$ cat config.mk
export PLATFORM = sky130hd
export DESIGN_NAME = ubrk_top
export DESIGN_NICKNAME = d
export VERILOG_FILES = /design/src/hdl/ubrk_pkg.sv /design/src/hdl/ubrk_rx_break.sv /design/src/hdl/ubrk_top.sv
export SDC_FILE = /design/constraint.sdc
export NUM_CORES = 1
export LEC_CHECK = 0
export ABC_AREA = 1
export BUFFER_PORTS_ARGS = -buffer_cell sky130_fd_sc_hd__buf_4
export CAP_MARGIN = 25
export CORE_MARGIN = 2
export CORE_UTILIZATION = 56
export CTS_CLUSTER_DIAMETER = 200
export CTS_CLUSTER_SIZE = 20
export DETAILED_ROUTE_END_ITERATION = 6
export MAX_ROUTING_LAYER = met4
export PLACE_DENSITY_LB_ADDON = 0.25
export RECOVER_POWER = 50
export SYNTH_ARGS = -nofsm -noshare
export SYNTH_HDL_FRONTEND = slang
export SYNTH_SLANG_ARGS = --single-unit
$ cat constraint.sdc
create_clock -name CORE_CLK -period 6.3 [get_ports CORE_CLK]
set_input_delay 1.26 -clock CORE_CLK [delete_from_list [all_inputs] [get_ports CORE_CLK]]
set_output_delay 1.26 -clock CORE_CLK [all_outputs]
set_load 0.01 [all_outputs]
$ cat src/hdl/ubrk_pkg.sv
// package: constants, types and register map of the break block
package ubrk_pkg;

  // register offsets on the plain register port
  localparam logic [3:0] UBRK_OFS_CTRL   = 4'h0;
  localparam logic [3:0] UBRK_OFS_TXDATA = 4'h1;
  localparam logic [3:0] UBRK_OFS_STATUS = 4'h2;
  localparam logic [3:0] UBRK_OFS_MASK   = 4'h3;
  localparam logic [3:0] UBRK_OFS_BAUD   = 4'h4;

  // control register field positions
  localparam int UBRK_CTRL_TX_PATH_ENABLE   = 0;
  localparam int UBRK_CTRL_SEND_BREAK_REQUEST  = 1;
  localparam int UBRK_CTRL_OVR    = 2;
  localparam int UBRK_CTRL_TIMSEL = 3;
  localparam int UBRK_CTRL_WAKE   = 4;
  localparam int UBRK_CTRL_MODE   = 5;

  // status register field positions (sticky, write one to clear)
  localparam int UBRK_ST_RXBRK  = 0;
  localparam int UBRK_ST_TXIDLE = 1;
  localparam int UBRK_ST_RXBYTE = 2;
  localparam int UBRK_ST_WIDTH  = 3;

  // values after reset
  localparam logic [7:0]  UBRK_CTRL_RST = 8'h00;
  localparam logic [15:0] UBRK_BAUD_RST = 16'h01B2;

  // break lengths in bit periods
  localparam logic [4:0] UBRK_TX_ZEROS   = 5'h0C;
  localparam logic [4:0] UBRK_RX_THR_STD = 5'h0B;
  localparam logic [4:0] UBRK_RX_THR_DMX = 5'h17;

  // framing modes
  typedef enum logic [1:0] {
    UBRK_MODE_ASYNC = 2'h0,
    UBRK_MODE_LIN   = 2'h1,
    UBRK_MODE_DMX   = 2'h2
  } ubrk_mode_t;

  // transmitter states, one-hot
  typedef enum logic [3:0] {
    UBRK_TX_IDLE  = 4'h1,
    UBRK_TX_BREAK = 4'h2,
    UBRK_TX_CHAR  = 4'h4,
    UBRK_TX_STOP  = 4'h8
  } ubrk_txst_t;

  // register port request carried as one bundle
  typedef struct packed {
    logic [3:0] addr;
    logic [15:0] wdata;
    logic wr;
    logic rd;
  } ubrk_req_t;

endpackage

$ cat src/hdl/ubrk_rx_break.sv
// receive-side break detector: space-length counter and flag timing
`timescale 1ns/100ps
`default_nettype none
module ubrk_rx_break
  import ubrk_pkg::*;
(
  // clock and reset
  input  wire logic        clk,
  input  wire logic        rst,
  // bit timing and settings
  input  wire logic        bit_tick,
  input  wire logic        rx_sync,
  input  wire logic        dmx_mode,
  input  wire logic        flag_at_detect,
  // result
  output logic             break_event,
  output logic             in_break
);

  logic [4:0] space_count;   // whole bit periods of space seen
  logic       detected;      // threshold reached in this space run
  logic       rx_prev;       // last sampled line level

  // threshold picked by framing mode
  // mode threshold
  wire [4:0] threshold = dmx_mode ? UBRK_RX_THR_DMX : UBRK_RX_THR_STD;
  wire       reach     = bit_tick && !rx_sync && !detected &&
                         (space_count + 5'h01 >= threshold);
  wire       rise      = rx_sync && !rx_prev;

  assign break_event = flag_at_detect ? reach : (rise && detected);
  assign in_break    = detected;

  // count space periods; any mark sample restarts the run
  always_ff @(posedge clk or posedge rst) begin
    if (rst) begin
      space_count <= 5'h00;
      detected    <= 1'b0;
      rx_prev     <= 1'b1;
    end else begin
      rx_prev <= rx_sync;
      if (rx_sync) begin
        space_count <= 5'h00;
        detected    <= 1'b0;
      end else if (bit_tick && !detected) begin
        space_count <= space_count + 5'h01;
        if (reach) begin
          detected <= 1'b1;
        end
      end
    end
  end

endmodule
`default_nettype wire

$ cat src/hdl/ubrk_top.sv
// serial port break generation and detection with register port
//
// The register offsets and the address-and-strobe port were left to the implementer.
`timescale 1ns/100ps
`default_nettype none
module ubrk_top
  import ubrk_pkg::*;
(
  // clock and reset
  input  wire logic        CORE_CLK,
  input  wire logic        RST,
  // register port
  input  wire logic [3:0]  ADDR,
  input  wire logic [15:0] WDATA,
  input  wire logic        WR,
  input  wire logic        RD,
  output logic      [15:0] RDATA,
  // serial line
  input  wire logic        RX_PIN,
  output logic             TX_PIN,
  // power state
  input  wire logic        SLEEP,
  // events
  output logic             IRQ,
  output logic             WAKE
);

  ubrk_req_t  req;           // bundled register request
  logic [7:0] ctrl;          // control register
  logic [15:0] baud;         // clocks per bit minus one
  logic [2:0] status;        // sticky event bits
  logic [2:0] mask;          // interrupt enables
  logic [7:0] rx_byte;       // last received character
  logic [15:0] rdata_q;      // registered read data
  logic       rx_meta;       // first synchroniser stage
  logic       rx_sync;       // second synchroniser stage
  logic       sleep_meta;    // sleep input first stage
  logic       sleep_sync;    // sleep input second stage
  logic [15:0] div_cnt;      // bit period divider
  ubrk_txst_t tx_state;      // transmitter state
  logic [3:0] tx_bits;       // bits left in current phase
  logic [4:0] brk_bits;      // break zeros left
  logic [7:0] tx_shift;      // character shift register
  logic       tx_line;       // registered line level
  logic       tx_is_break;   // current frame carries a break
  logic       rx_busy;       // receiving a character
  logic [3:0] rx_bits;       // receive bit index
  logic [15:0] rx_div;       // receive sampling divider
  logic [7:0] rx_shift;      // receive shifter

  // bundle the port so every decode below reads one carrier
  assign req = '{addr: ADDR, wdata: WDATA, wr: WR, rd: RD};

  // decoded control fields
  wire        tx_path_enable      = ctrl[UBRK_CTRL_TX_PATH_ENABLE];
  wire        send_break_request     = ctrl[UBRK_CTRL_SEND_BREAK_REQUEST];
  wire        ovr       = ctrl[UBRK_CTRL_OVR];
  wire        timsel    = ctrl[UBRK_CTRL_TIMSEL];
  wire        wake_en   = ctrl[UBRK_CTRL_WAKE];
  wire [1:0]  mode      = ctrl[UBRK_CTRL_MODE +: 2];
  // no send break in LIN, DMX
  wire        auto_mode = (mode == UBRK_MODE_LIN) || (mode == UBRK_MODE_DMX);
  wire        dmx_mode  = (mode == UBRK_MODE_DMX);

  // register address decode
  // a stale address with no strobe decodes to nothing
  wire wr_ctrl   = req.wr && (req.addr == UBRK_OFS_CTRL);
  wire wr_txdata = req.wr && (req.addr == UBRK_OFS_TXDATA);
  wire wr_status = req.wr && (req.addr == UBRK_OFS_STATUS);
  wire wr_mask   = req.wr && (req.addr == UBRK_OFS_MASK);
  wire wr_baud   = req.wr && (req.addr == UBRK_OFS_BAUD);

  wire run       = !sleep_sync;
  wire bit_tick  = run && (div_cnt == 16'h0000);
  wire tx_idle   = (tx_state == UBRK_TX_IDLE);

  // fixed break armed by buffer write
  wire start_tx  = wr_txdata && tx_path_enable && tx_idle && run && !wake_en;
  wire start_brk = start_tx && send_break_request && !auto_mode;
  // last stop tick of any frame, break or character
  wire frame_end = bit_tick && (tx_state == UBRK_TX_STOP) &&
                   (tx_bits == 4'h1);
  wire brk_done  = frame_end && tx_is_break;

  // receive break detector events
  logic brk_event;
  logic in_break;
  wire  rx_done;
  wire  rx_active = run && !wake_en;

  ubrk_rx_break ubrk_rx_break_i (
    .clk            (CORE_CLK),
    .rst            (RST),
    .bit_tick       (bit_tick && rx_active),
    .rx_sync        (rx_sync),
    .dmx_mode       (dmx_mode),
    .flag_at_detect (timsel),
    .break_event    (brk_event),
    .in_break       (in_break)
  );

  // idle flag is a plain level
  // events feeding the sticky status: set wins over clear
  wire [2:0] set_ev  = {rx_done, frame_end, brk_event && rx_active};
  wire [2:0] next_status = (status & ~(wr_status ? req.wdata[2:0] : 3'h0))
                           | set_ev;

  // read multiplexer
  wire [15:0] read_mux =
    (req.addr == UBRK_OFS_CTRL)   ? {8'h00, ctrl} :
    (req.addr == UBRK_OFS_TXDATA) ? {8'h00, rx_byte} :
    (req.addr == UBRK_OFS_STATUS) ? {11'h000, tx_idle, in_break, status} :
    (req.addr == UBRK_OFS_MASK)   ? {13'h0000, mask} :
    (req.addr == UBRK_OFS_BAUD)   ? baud : 16'h0000;

  assign RDATA = rdata_q;
  assign IRQ   = |(status & mask);
  // wake level: high while armed and the line sits in space
  // not latched, so a very short space may be missed by polling
  assign WAKE  = wake_en && !rx_sync;

  assign TX_PIN = ovr ? 1'b0 : tx_line;

  // two-stage synchronisers for pin inputs
  always_ff @(posedge CORE_CLK or posedge RST) begin
    if (RST) begin
      rx_meta    <= 1'b1;
      rx_sync    <= 1'b1;
      sleep_meta <= 1'b0;
      sleep_sync <= 1'b0;
    end else begin
      rx_meta    <= RX_PIN;
      rx_sync    <= rx_meta;
      sleep_meta <= SLEEP;
      sleep_sync <= sleep_meta;
    end
  end

  // register file and read data
  always_ff @(posedge CORE_CLK or posedge RST) begin
    if (RST) begin
      ctrl    <= UBRK_CTRL_RST;
      baud    <= UBRK_BAUD_RST;
      mask    <= 3'h0;
      status  <= 3'h0;
      rdata_q <= 16'h0000;
    end else begin
      status  <= next_status;
      rdata_q <= req.rd ? read_mux : 16'h0000;
      if (wr_mask) begin
        mask <= req.wdata[2:0];
      end
      if (wr_baud) begin
        baud <= req.wdata;
      end
      // a control write in the clearing cycle keeps what software wrote
      if (wr_ctrl) begin
        ctrl <= req.wdata[7:0];
      end else if (brk_done) begin
        ctrl[UBRK_CTRL_SEND_BREAK_REQUEST] <= 1'b0;
      end
    end
  end

  // bit period divider, shared by both directions
  // a new rate takes effect only at the next reload, so the first
  // bit after a rate change may run long; change rate while idle
  always_ff @(posedge CORE_CLK or posedge RST) begin
    if (RST) begin
      div_cnt <= 16'h0000;
    end else if (!run || div_cnt == 16'h0000) begin
      div_cnt <= baud;
    end else begin
      div_cnt <= div_cnt - 16'h0001;
    end
  end

  // transmitter: start bit, break zeros or data, stop bit
  always_ff @(posedge CORE_CLK or posedge RST) begin
    if (RST) begin
      tx_state    <= UBRK_TX_IDLE;
      tx_bits     <= 4'h0;
      brk_bits    <= 5'h00;
      tx_shift    <= 8'h00;
      tx_line     <= 1'b1;
      tx_is_break <= 1'b0;
    end else if (!run) begin
      tx_state <= UBRK_TX_IDLE;
      tx_line  <= 1'b1;
    end else begin
      case (tx_state)
        UBRK_TX_IDLE: begin
          if (start_tx) begin
            // character is latched now even when a break goes first
            tx_shift    <= req.wdata[7:0];
            tx_is_break <= start_brk;
            tx_line     <= 1'b0;
            brk_bits    <= UBRK_TX_ZEROS;
            tx_bits     <= 4'h8;
            tx_state    <= start_brk ? UBRK_TX_BREAK : UBRK_TX_CHAR;
          end
        end
        UBRK_TX_BREAK: begin
          if (bit_tick) begin
            brk_bits <= brk_bits - 5'h01;
            if (brk_bits == 5'h00) begin
              tx_line  <= 1'b1;
              tx_bits  <= 4'h1;
              tx_state <= UBRK_TX_STOP;
            end
          end
        end
        UBRK_TX_CHAR: begin
          if (bit_tick) begin
            tx_line  <= tx_shift[0];
            tx_shift <= {1'b0, tx_shift[7:1]};
            tx_bits  <= tx_bits - 4'h1;
            if (tx_bits == 4'h0) begin
              tx_line  <= 1'b1;
              tx_bits  <= 4'h1;
              tx_state <= UBRK_TX_STOP;
            end
          end
        end
        UBRK_TX_STOP: begin
          if (frame_end) begin
            if (tx_is_break) begin
              tx_is_break <= 1'b0;
              tx_line     <= 1'b0;
              tx_bits     <= 4'h8;
              tx_state    <= UBRK_TX_CHAR;
            end else begin
              tx_state <= UBRK_TX_IDLE;
            end
          end
        end
        default: begin
          tx_state <= UBRK_TX_IDLE;
          tx_line  <= 1'b1;
        end
      endcase
    end
  end

  // minimal receiver; mid-bit sampling off the start edge
  // a detected break holds it off so no false byte is stored
  // held idle while wake enable set
  assign rx_done = rx_busy && rx_active && (rx_div == 16'h0000) &&
                   (rx_bits == 4'h9) && rx_sync;

  always_ff @(posedge CORE_CLK or posedge RST) begin
    if (RST) begin
      rx_busy  <= 1'b0;
      rx_bits  <= 4'h0;
      rx_div   <= 16'h0000;
      rx_shift <= 8'h00;
      rx_byte  <= 8'h00;
    end else if (!rx_active || in_break) begin
      rx_busy <= 1'b0;
    end else if (!rx_busy) begin
      if (!rx_sync) begin
        rx_busy <= 1'b1;
        rx_bits <= 4'h0;
        rx_div  <= {1'b0, baud[15:1]};
      end
    end else if (rx_div != 16'h0000) begin
      rx_div <= rx_div - 16'h0001;
    end else begin
      rx_div  <= baud;
      rx_bits <= rx_bits + 4'h1;
      if (rx_bits != 4'h0 && rx_bits != 4'h9) begin
        rx_shift <= {rx_sync, rx_shift[7:1]};
      end
      if (rx_bits == 4'h9) begin
        rx_busy <= 1'b0;
        if (rx_sync) begin
          rx_byte <= rx_shift;
        end
      end
    end
  end

endmodule
`default_nettype wire

==> results of run 1 <==
-- logic make-up (layout without fill, tap and decap cells) --
| logic type | count (synthesis) | after routing | synth area share |
|---|---|---|---|
| fa+ha+maj | 18 | 18 | 0.0322 |
| simple gates | 377 | 377 | 0.239 |
| xor+xnor | 19 | 19 | 0.0238 |
| buf+inv | 133 | 194 | 0.0750 |
| compound gates | 182 | 182 | 0.152 |
| flops | 133 | 133 | 0.478 |
-- layout make-up --
cell class	count	area share
Multi-Input combinational cell	596	0.386
Clock inverter	11	0.0187
Sequential cell	133	0.419
Inverter	117	0.0553
Timing Repair Buffer	45	0.0344
Tap cell	168	0.0264
Clock buffer	21	0.0603
-- worst max-delay path: cells and delay by family (launching register included) --
family,cells,cell delay (ns)
DFF,1,0.62
and+or+nand+nor,3,0.53
AOI/OAI and AO/OA,2,1.38
buffers and inverters,3,0.98
-- power groups by stage --
| stage | combinational, mW | sequential (mW) | clock [mW] |
|---|---|---|---|
| after detailed placement | 0.676 | 1.18 | 0 |
| after global routing | 0.789 | 1.19 | 1.09 |
| final | 0.683 | 1.17 | 1.04 |
| after global placement | 0.661 | 1.18 | 0 |
| after floorplan | 0.536 | 1.14 | 0 |
| after CTS | 0.688 | 1.17 | 1.05 |
-- per-layer routing --
metal | up-vias | global-route usage | routed length, µm
met3 | 42 | 0.0554 | 859
met1 | 2818 | 0.380 | 7700
met5 | - | - | 0
met4 | 0 | 0.0968 | 427
li1 | 2933 | - | -
met2 | 197 | 0.433 | 7810
-- worst min-delay path by stage --
stage / end / slack [ns] / cells past startpoint
after global routing: sleep_sync / 0.36 / 0
after floorplan: sleep_sync / 0.33 / 0
after CTS: sleep_sync / 0.35 / 0
final: sleep_sync / 0.35 / 0
after global placement: sleep_sync / 0.33 / 0
after detailed placement: sleep_sync / 0.34 / 0
-- flip-flops by register name, indices dropped and copies added (netlist names), 8 cells and up --
signal,flops
ctrl,8
rx_shift,8
RDATA,16
rx_div,16
div_cnt,16
tx_shift,8
baud,16
rx_byte,8
-- Yosys cell counts (all sizes together), types with 2 or more instances --
cell type  count
buf            8
nand3         37
xor2          12
clkbuf         8
a41oi          3
nor2          90
dfrtp        123
a22o           2
a21oi         30
o211ai        11
nand4         24
a31oi         13
dfstp         10
o31ai          2
ha            18
o21ai        109
inv          116
o22ai          2
nand2        207
nor3          17
a22oi          7
xnor2          7
-- through the flow --
stage                util  worst slack (ns)  hold slack [ns]  std cells
finish              0.658              2.71            0.347       1091
global route        0.658              2.12            0.357       1091
CTS                 0.667              3.70            0.350       1091
detailed placement  0.615              3.36            0.336       1059
global placement    0.615              3.43            0.332       1059
floorplan               -              1.50            0.331        862
==> results by group, run 1 <==
Floorplan
  • CORE AREA: 0.0121 mm²
  • Row cnt: 40
  • Chip width: between 100 and 150 µm
  • Die height: roughly 120 µm
  • Die area: approximately 0.013 mm²
  • I/O Pins: 45
  • Initial Util: 0.577

Clocking
  • Num CTS Buffers: 17
  • H-tree levels: 4
  • Clk sinks: roughly 130
  • Gates resized, CTS repair: 0
  • Worst-path clk slew: 0.06 ns
  • Clk buf depth: 2
  • CTS tree: done
  • # Post-CTS Setup Buffers: 0
  • Hold bufs inserted after CTS: 0
  • Clock Latency Late Sink: approximately 0.42 ns
  • Root buffer cell: clkbuf_16

STA
  • Post-layout minimum cycle time: between 3 and 4 ns
  • Setup Skew: roughly 0.0076 ns
  • Actual slew at the worst max-slew pin: 2.94 ns
  • Fin crit share: 0.570
  • Fin. max-slew vios: 83
  • Fin Setup TNS: 0 ns
  • Final Hold Vio Count: 0
  • Maximum clock frequency: 0.279 GHz
  • RSZ-0062 raised after global routing: false
  • Final setup viols: 0
  • Slew margin rel.: -0.973

Power
  • Clk pwr share: 0.359
  • P_sw: between 0.9 and 1 mW
  • Power density over cell area: roughly 360 mW/mm²
  • Register share of total power: 0.405
  • Leak Pwr: between 3 and 4 nW
  • Gate power share: 0.236
  • Switching part of the total power: 0.332
  • Total Power: ~2.9 mW
  • Pint: between 1.5 and 2 mW
  • Worst vdd ir: 0.252 mV

Hold path
  • Hold Crit Start: sleep_meta
  • Min-Delay Path Class: reg2reg

Worst setup path
  • Slowest CP cell: o21ai_0
  • Crit-path cells: inv_1 > o21ai_0 > inv_1 > nand2_2 > inv_1 > nand3_1 > nand2_1 > a21oi_1
  • Worst R2R Setup Slack: approximately 2.7 ns
  • Crit path launch: rx_sync
  • Critical path endpoint category: flop
  • Worst setup SP type: flop
  • CP dominant cell by count: inv_1
  • CP arrival: 3.93 ns
  • RR Startpoint: rx_sync
  • Slowest Stage Delay on Critical Path: 1.25 ns
  • Reg-to-Reg End: rx_bits[2]
  • WP data required: ~6.6 ns
  • WS Path Type: reg2reg
  • Reg2Reg Depth: 8
  • Worst Path Max Fanout: 19
  • Critical path destination: rx_bits[2]

Global routing
  • Initial antenna violation count: 0
  • Vias in the first global route: between 5000 and 6000
  • Global route overflow: 0
  • GRT Total Usage: 0.282
  • Largest net degree at the start of global routing: 69
  • First-pass GRT wire length: roughly 28000 µm

Synthesis
  • Register bit count reported by yosys: around 130
  • Asr flop ratio synth: 1.00
  • Synth area leaders: dfrtp_1 (44%), nand2_1 (11%), o21ai_0 (6.3%)
  • Syn. warnings: 0
  • Mapped Nets: 906
  • Seq/Total Area, Yosys: 0.478
  • Post-synth top area share: 0.441
  • Post-Syn Instances: between 800 and 900
  • EDFF count, synth: 0
  • Avg Cell Area, Syn: between 8 and 9 µm²
  • Syn Std Cell Area: roughly 0.007 mm²
  • Prevailing post-synth register cell: dfrtp_1
  • Netlist cell types: 41
  • Yosys top cell by area: dfrtp_1

Cells and area
  • Reg area: about 0.0033 mm²
  • Fill count: approximately 1000
  • Area Growth Syn to Fin: 14.1%
  • Post-route cell area: about 0.008 mm²
  • # diodes: 0
  • Commonest non-fill, non-tap cell in the layout: nand2_1
  • Area of the multi-input gates: around 0.0031 mm²
  • Commonest non-fill, non-tap cells in the layout: nand2_1 (203), dfrtp_1 (123), inv_1 (112), o21ai_0 (96), nor2_1 (81)
  • # nets final: around 950
  • Layout cells sized above 1: 0.111

Routing
  • DRT iter0 DRCs: 597
  • 1st-pass router iterations: 5
  • Vias per Instance: between 5 and 6
  • Drt total wl: between 15000 and 20000 µm
  • Antenna Nets Post-Route: 0
  • # DRC: 0
  • WL/cell: 15.4 µm
  • Total number of vias: between 5000 and 6000

Placed design
  • Placed Area: about 0.0075 mm²
  • Final HPWL DP: about 12000 µm
  • Final Wtd Congestion: about 0.96
  • I/O Buffers: 44

Job
  • Max Cap Viol: 2

Outcome
  • Failing checks: max-capacitance violations, max-slew violations
  • Status: complete, but fails checks
Note: power is estimated with default switching activity, not from simulation.
==> inputs of run 2 (changes only) <==
--- a/config.mk
+++ b/config.mk
@@ -5,7 +5,7 @@
 export SDC_FILE = /design/constraint.sdc
 export NUM_CORES = 1
 export LEC_CHECK = 0
-export ABC_AREA = 1
+export ABC_AREA = 0
 export BUFFER_PORTS_ARGS = -buffer_cell sky130_fd_sc_hd__buf_4
 export CAP_MARGIN = 25
 export CORE_MARGIN = 2
==> constraint.sdc (replaced) <==
create_clock -name CORE_CLK -period 3.6 [get_ports CORE_CLK]
set_input_delay 0.72 -clock CORE_CLK [delete_from_list [all_inputs] [get_ports CORE_CLK]]
set_output_delay 0.72 -clock CORE_CLK [all_outputs]
set_load 0.01 [all_outputs]
==> run 2 against run 1 <==
  * The flow still finishes with violations (max-capacitance violations, max-slew violations)
  * Cell count down 17%
  * Synthesized cell count down 21%
  * Count of clock-buffer cells in the layout down 1
  * First-iteration DRC count down 17%
  * Flip-flop and latch count unchanged
  * Non-clock buffer count up 8
  * Sequential power up 74%
  * Setup slack worse by 1.8 ns
  * Combinational power up 31%
  * Core utilization up 0.32 points
  * Clock power up 61%
  * Clock skew up 0.0024 ns
==> results by group, run 2 <==
Clocking
  • CTS tree: done
  • # Post-CTS Setup Buffers: 0
  • Clock Latency Late Sink: between 0.4 and 0.5 ns
  • Clk sinks: between 100 and 150
  • Clk buf depth: 2
  • Root buffer cell: clkbuf_16
  • Hold bufs inserted after CTS: 0
  • Worst-path clk slew: 0.06 ns
  • Num CTS Buffers: 17
  • H-tree levels: 4
  • Gates resized, CTS repair: 0

Worst setup path
  • Worst Path Max Fanout: 18
  • WS Path Type: reg2reg
  • Worst path buffer plus inverter count: 1
  • Worst R2R Setup Slack: 0.86 ns
  • Crit-path cells: buf_4 > or4b_1 > nor3_4 > and3_1 > mux2_2
  • Reg2Reg Depth: 5
  • WP data required: 3.91 ns
  • CP arrival: approximately 3 ns
  • Worst setup SP type: flop
  • Slowest Stage Delay on Critical Path: 0.84 ns
  • Crit path depth: 5
  • CP top delay family: simple AND/OR/NAND/NOR gates
  • Critical path endpoint category: flop
  • Slowest CP cell: or4b_1

STA
  • RSZ-0062 raised after global routing: false
  • Actual slew at the worst max-slew pin: roughly 1.8 ns
  • Maximum clock frequency: roughly 0.37 GHz
  • Setup Skew: a little under 0.01 ns
  • Fin Setup TNS: 0 ns
  • Slew margin rel.: -0.205
  • Final Hold Vio Count: 0
  • Final setup viols: 0
  • Fin. max-slew vios: 134
  • Fin crit share: 0.761
  • Post-layout minimum cycle time: about 2.7 ns

Floorplan
  • I/O Pins: 45
  • CORE AREA: about 0.012 mm²
  • Chip width: about 120 µm
  • Initial Util: 0.577
  • Die area: 0.0134 mm²
  • Row cnt: 40
  • Die height: 116 µm

Synthesis
  • Asr flop ratio synth: 1.00
  • Prevailing post-synth register cell: dfrtp_1
  • Syn Std Cell Area: roughly 0.007 mm²
  • Mapped Nets: 724
  • Seq/Total Area, Yosys: 0.478
  • Post-synth top area share: 0.440
  • Syn. warnings: 0
  • EDFF count, synth: 0
  • Post-Syn Instances: a little under 700
  • Register bit count reported by yosys: around 130
  • Synth area leaders: dfrtp_1 (44%), mux2_2 (6.3%), dfstp_2 (3.8%)
  • Most frequent cell after synthesis: dfrtp_1
  • Netlist cell types: 75
  • Synth top cells by count: dfrtp_1 (123), nand2_1 (55), nor2_1 (49)
  • Avg Cell Area, Syn: slightly above 10 µm²
  • Yosys top cell by area: dfrtp_1

Placed design
  • Final Wtd Congestion: approximately 0.96
  • I/O Buffers: 44
  • Placed Area: approximately 0.0075 mm²
  • Final HPWL DP: approximately 11000 µm

Cells and area
  • Post-route cell area: 0.00801 mm²
  • Commonest non-fill, non-tap cells in the layout: dfrtp_1 (123), nand2_1 (55), nor2_1 (48), buf_4 (47), mux2_2 (39)
  • Finished Core Util: 0.661
  • # diodes: 0
  • Layout cells sized above 1: 0.205
  • Commonest non-fill, non-tap cell in the layout: dfrtp_1
  • Area Growth Syn to Fin: 14.6%
  • # nets final: ~770

Routing
  • Drt total wl: ~16000 µm
  • WL/cell: approximately 18 µm
  • DRT iter0 DRCs: slightly below 500
  • # DRC: 0
  • Total number of vias: ~5500
  • Vias per Instance: just over 6
  • 1st-pass router iterations: 5
  • Antenna Nets Post-Route: 0

Power
  • Worst vdd ir: 0.434 mV
  • Power density over cell area: 576 mW/mm²
  • Total Power: 4.61 mW
  • Leak Pwr: approximately 3.5 nW

Global routing
  • Global route overflow: 0
  • Vias in the first global route: roughly 5400
  • First-pass GRT wire length: about 27000 µm
  • Initial antenna violation count: 0
  • GRT Total Usage: 0.271
  • Largest net degree at the start of global routing: 134

Hold path
  • Min-Delay Path Class: reg2reg
  • Worst Hold Depth: 0

Outcome
  • Failing checks: max-capacitance violations, max-slew violations
  • Status: complete, but fails checks

Job
  • Max Cap Viol: 1
-- run 2: cell count changes in the layout (fill, tap and decap cells not counted), sizes merged, moves of 10 or more --
cell,delta
mux2,+40
inv,-87
nor3,+12
o211ai,-11
nand2,-150
and2,+10
nand4,-18
o21ai,-69
nor2,-41
nor2b,+11
mux2i,+13
nand3,-23
clkbuf,-16
buf,+23
-- run 2: worst register-to-register path: stages (launching register included) --
cell     delay, ns
dfrtp_1       0.35
buf_4         0.19
or4b_1        0.84
nor3_4        0.40
and3_1        0.45
mux2_2        0.39
-- run 2: cell families after synthesis --
group | share of synthesized area
AO/OA/AOI/OAI | 0.155
flip-flops | 0.478
XOR/XNOR | 0.0263
multiplexers | 0.0831
AND/OR/NAND/NOR | 0.188
buffers and inverters | 0.0372
adder cells (fa/ha/maj) | 0.0322
-- run 2: final cells by class --
class                           instances  area, µm²
Clock buffer                           20        437
Clock inverter                         12        134
Fill cell                             987       4100
Inverter                               28        106
Multi-Input combinational cell        489       3390
Sequential cell                       133       3340
Tap cell                              168        210
Timing Repair Buffer                   53        390
-- run 2: worst paths after layout --
| check | to | start |
|---|---|---|
| setup / recovery | rx_byte[5] | sleep_sync |
| hold / removal | rx_sync | rx_meta |
| setup reg to reg | rx_byte[5] | sleep_sync |
| hold reg to reg | rx_sync | rx_meta |
| max in group asynchronous | rx_byte[1] | RST |
| min in group asynchronous | RDATA[13] | RST |
-- run 2: routing by layer --
metal | share of wire | GRT usage
met1 | 0.43 | 0.345
met2 | 0.49 | 0.431
met3 | 0.062 | 0.0680
met4 | 0.018 | 0.0825
met5 | 0 | -
-- run 2: power by group --
group	internal, mW	total, mW	switching [mW]
clock network	1.02	1.67	0.650
registers	1.73	2.04	0.310
logic	0.396	0.897	0.501
total	3.15	4.61	1.46
-- run 2: through the flow --
stage	hold slack [ns]	cells	setup slack, ns
after floorplan	0.331	680	1.24
after global placement	0.341	870	0.985
after detailed placement	0.350	870	0.914
after CTS	0.359	902	0.873
after global routing	0.367	903	0.725
final	0.362	903	0.862
==> inputs of run 3 (changes only) <==
--- a/config.mk
+++ b/config.mk
@@ -9,7 +9,7 @@
 export BUFFER_PORTS_ARGS = -buffer_cell sky130_fd_sc_hd__buf_4
 export CAP_MARGIN = 25
 export CORE_MARGIN = 2
-export CORE_UTILIZATION = 56
+export CORE_UTILIZATION = 55
 export CTS_CLUSTER_DIAMETER = 200
 export CTS_CLUSTER_SIZE = 20
 export DETAILED_ROUTE_END_ITERATION = 6
==> constraint.sdc (replaced) <==
create_clock -name CORE_CLK -period 2.21 [get_ports CORE_CLK]
set_input_delay 0.442 -clock CORE_CLK [delete_from_list [all_inputs] [get_ports CORE_CLK]]
set_output_delay 0.442 -clock CORE_CLK [all_outputs]
set_load 0.01 [all_outputs]
==> run 3 against run 2 <==
  * The flow now finishes without violations
  * Combinational power up 98%
  * Via count up 3.6%
  * Setup slack worse by 0.83 ns
  * Design area up 6.4%
  * Global-route usage up 2.3 points
  * Flip-flop and latch count unchanged
  * Clock power up 77%
  * Critical endpoint is now tx_state[1]
  * Largest power group unchanged
  * Highest routed layer unchanged
==> results by group, run 3 (same netlist as run 2, synthesis figures left out) <==
Outcome
  • Status: finished clean

Routing
  • WL/cell: 19.0 µm
  • Vias per Instance: ~6.0
  • Antenna Nets Post-Route: 0
  • DRT iter0 DRCs: around 450
  • Drt total wl: between 15000 and 20000 µm
  • # DRC: 0
  • 1st-pass router iterations: 7
  • Total number of vias: approximately 5700

Placed design
  • Final HPWL DP: around 13000 µm
  • Placed Area: ~0.008 mm²
  • Final Wtd Congestion: 0.923
  • Pre-CTS setup slack: -0.177 ns
  • I/O Buffers: 44

Global routing
  • First-pass GRT wire length: between 20000 and 30000 µm
  • Global route overflow: 0
  • Vias in the first global route: 5875
  • Initial antenna violation count: 0
  • Largest net degree at the start of global routing: 33
  • GRT Total Usage: 0.294

STA
  • Setup slack after layout: just over 0.03 ns
  • Actual slew at the worst max-slew pin: ~1.3 ns
  • Slew margin rel.: 0.138
  • Final setup viols: 0
  • Post-layout minimum cycle time: 2.18 ns
  • Fin. max-slew vios: 0
  • Fin crit share: 0.986
  • Final Hold Vio Count: 0
  • Maximum clock frequency: about 0.46 GHz
  • RSZ-0062 raised after global routing: true
  • Setup Skew: ~0.0052 ns

Power
  • Worst vdd ir: between 0.6 and 0.7 mV
  • Leak Pwr: roughly 3.8 nW
  • Total Power: between 8 and 9 mW
  • Power density over cell area: 944 mW/mm²

Clocking
  • Worst-path clk slew: around 0.060 ns
  • CTS tree: done
  • Num CTS Buffers: 17
  • Clk sinks: 133
  • Hold bufs inserted after CTS: 0
  • Clk buf depth: 2
  • Root buffer cell: clkbuf_16
  • H-tree levels: 4
  • Clock Latency Late Sink: ~0.43 ns

Floorplan
  • Initial Util: 0.558
  • I/O Pins: 45
  • Row cnt: about 40
  • Die area: ~0.014 mm²
  • Chip width: 117 µm
  • CORE AREA: ~0.013 mm²
  • Die height: around 120 µm

Cells and area
  • # diodes: 0
  • Post-route cell area: approximately 0.0085 mm²
  • Commonest non-fill, non-tap cells in the layout: dfrtp_1 (123), buf_4 (88), nand2_1 (54), nor2_1 (47), mux2_2 (39)
  • Commonest non-fill, non-tap cell in the layout: dfrtp_1
  • Layout cells sized above 1: 0.266
  • # nets final: roughly 810
  • Area Growth Syn to Fin: 22.0%

Worst setup path
  • Worst setup SP type: flop
  • Critical path endpoint category: flop
  • Slowest CP cell: or4bb_1
  • Worst Path Max Fanout: 5
  • Crit-path cells: or4bb_1 > o21a_1 > a211oi_2 > nand2_1 > a31o_2
  • Slowest Stage Delay on Critical Path: 0.64 ns
  • WP data required: roughly 2.5 ns
  • WS Path Type: reg2reg
  • CP arrival: between 2 and 2.5 ns

Hold path
  • Min-Delay Path Class: in2reg

Job
  • Max Cap Viol: 0
## run 3: critical path: cells and delay by family, from the launching register on
kind             cells  cell delay (ns)
flip-flops           1             0.47
AND/OR/NAND/NOR      2             0.81
AO/OA/AOI/OAI        3             0.80
## run 3: metal layers
layer | vias to the layer above | part of all wire | wire, µm | GRT usage
met2 | 173 | 0.49 | 8880 | 0.463
met1 | 2856 | 0.44 | 7900 | 0.383
met4 | 0 | 0.021 | 382 | 0.104
met5 | - | 0 | 0 | -
met3 | 33 | 0.051 | 929 | 0.0571
li1 | 2667 | - | - | -
## run 3: final timing paths
check                               to  depth (start not counted)  slack [ns]        from
max                        tx_state[1]                          5        0.03     ctrl[4]
min                            rx_meta                          1        0.12      RX_PIN
max reg2reg                tx_state[1]                          5        0.03     ctrl[4]
min reg2reg                 sleep_sync                          0        0.35  sleep_meta
max in group asynchronous  rx_shift[3]                          3        0.42         RST
min in group asynchronous  div_cnt[11]                          2        0.14         RST
## run 3: what timing repair did
action | in CTS | in global routing
endpoints found under the setup margin | 29 | 32
pin swaps | 0 | 1
gates resized for setup | 6 | 11
setup buffers | 0 | 1
## run 3: power breakdown
| group | internal [mW] | total, mW | switching, mW |
|---|---|---|---|
| registers | 2.82 | 3.31 | 0.482 |
| logic | 0.829 | 1.78 | 0.952 |
| clock network | 1.89 | 2.96 | 1.07 |
| total | 5.54 | 8.04 | 2.50 |
## run 3: layout make-up
cell class	instances	area, µm²
sequential	133	3340
clock buffer	20	437
timing repair buffer	99	756
tap	172	215
fill	1008	3990
multi-input combinational	489	3490
inverter	28	106
clock inverter	12	180
## run 3: metrics by stage
| stage | utilization | setup TNS [ns] | hold slack, ns | std cells |
|---|---|---|---|---|
| finish | 0.681 | 0 | 0.124 | 953 |
| global route | 0.681 | -0.151 | 0.121 | 953 |
| CTS | 0.678 | 0 | 0.0464 | 952 |
| detailed placement | 0.626 | -1.70 | 0.342 | 920 |
| global placement | 0.626 | -0.427 | 0.333 | 920 |
| floorplan | - | 0 | 0.331 | 680 |
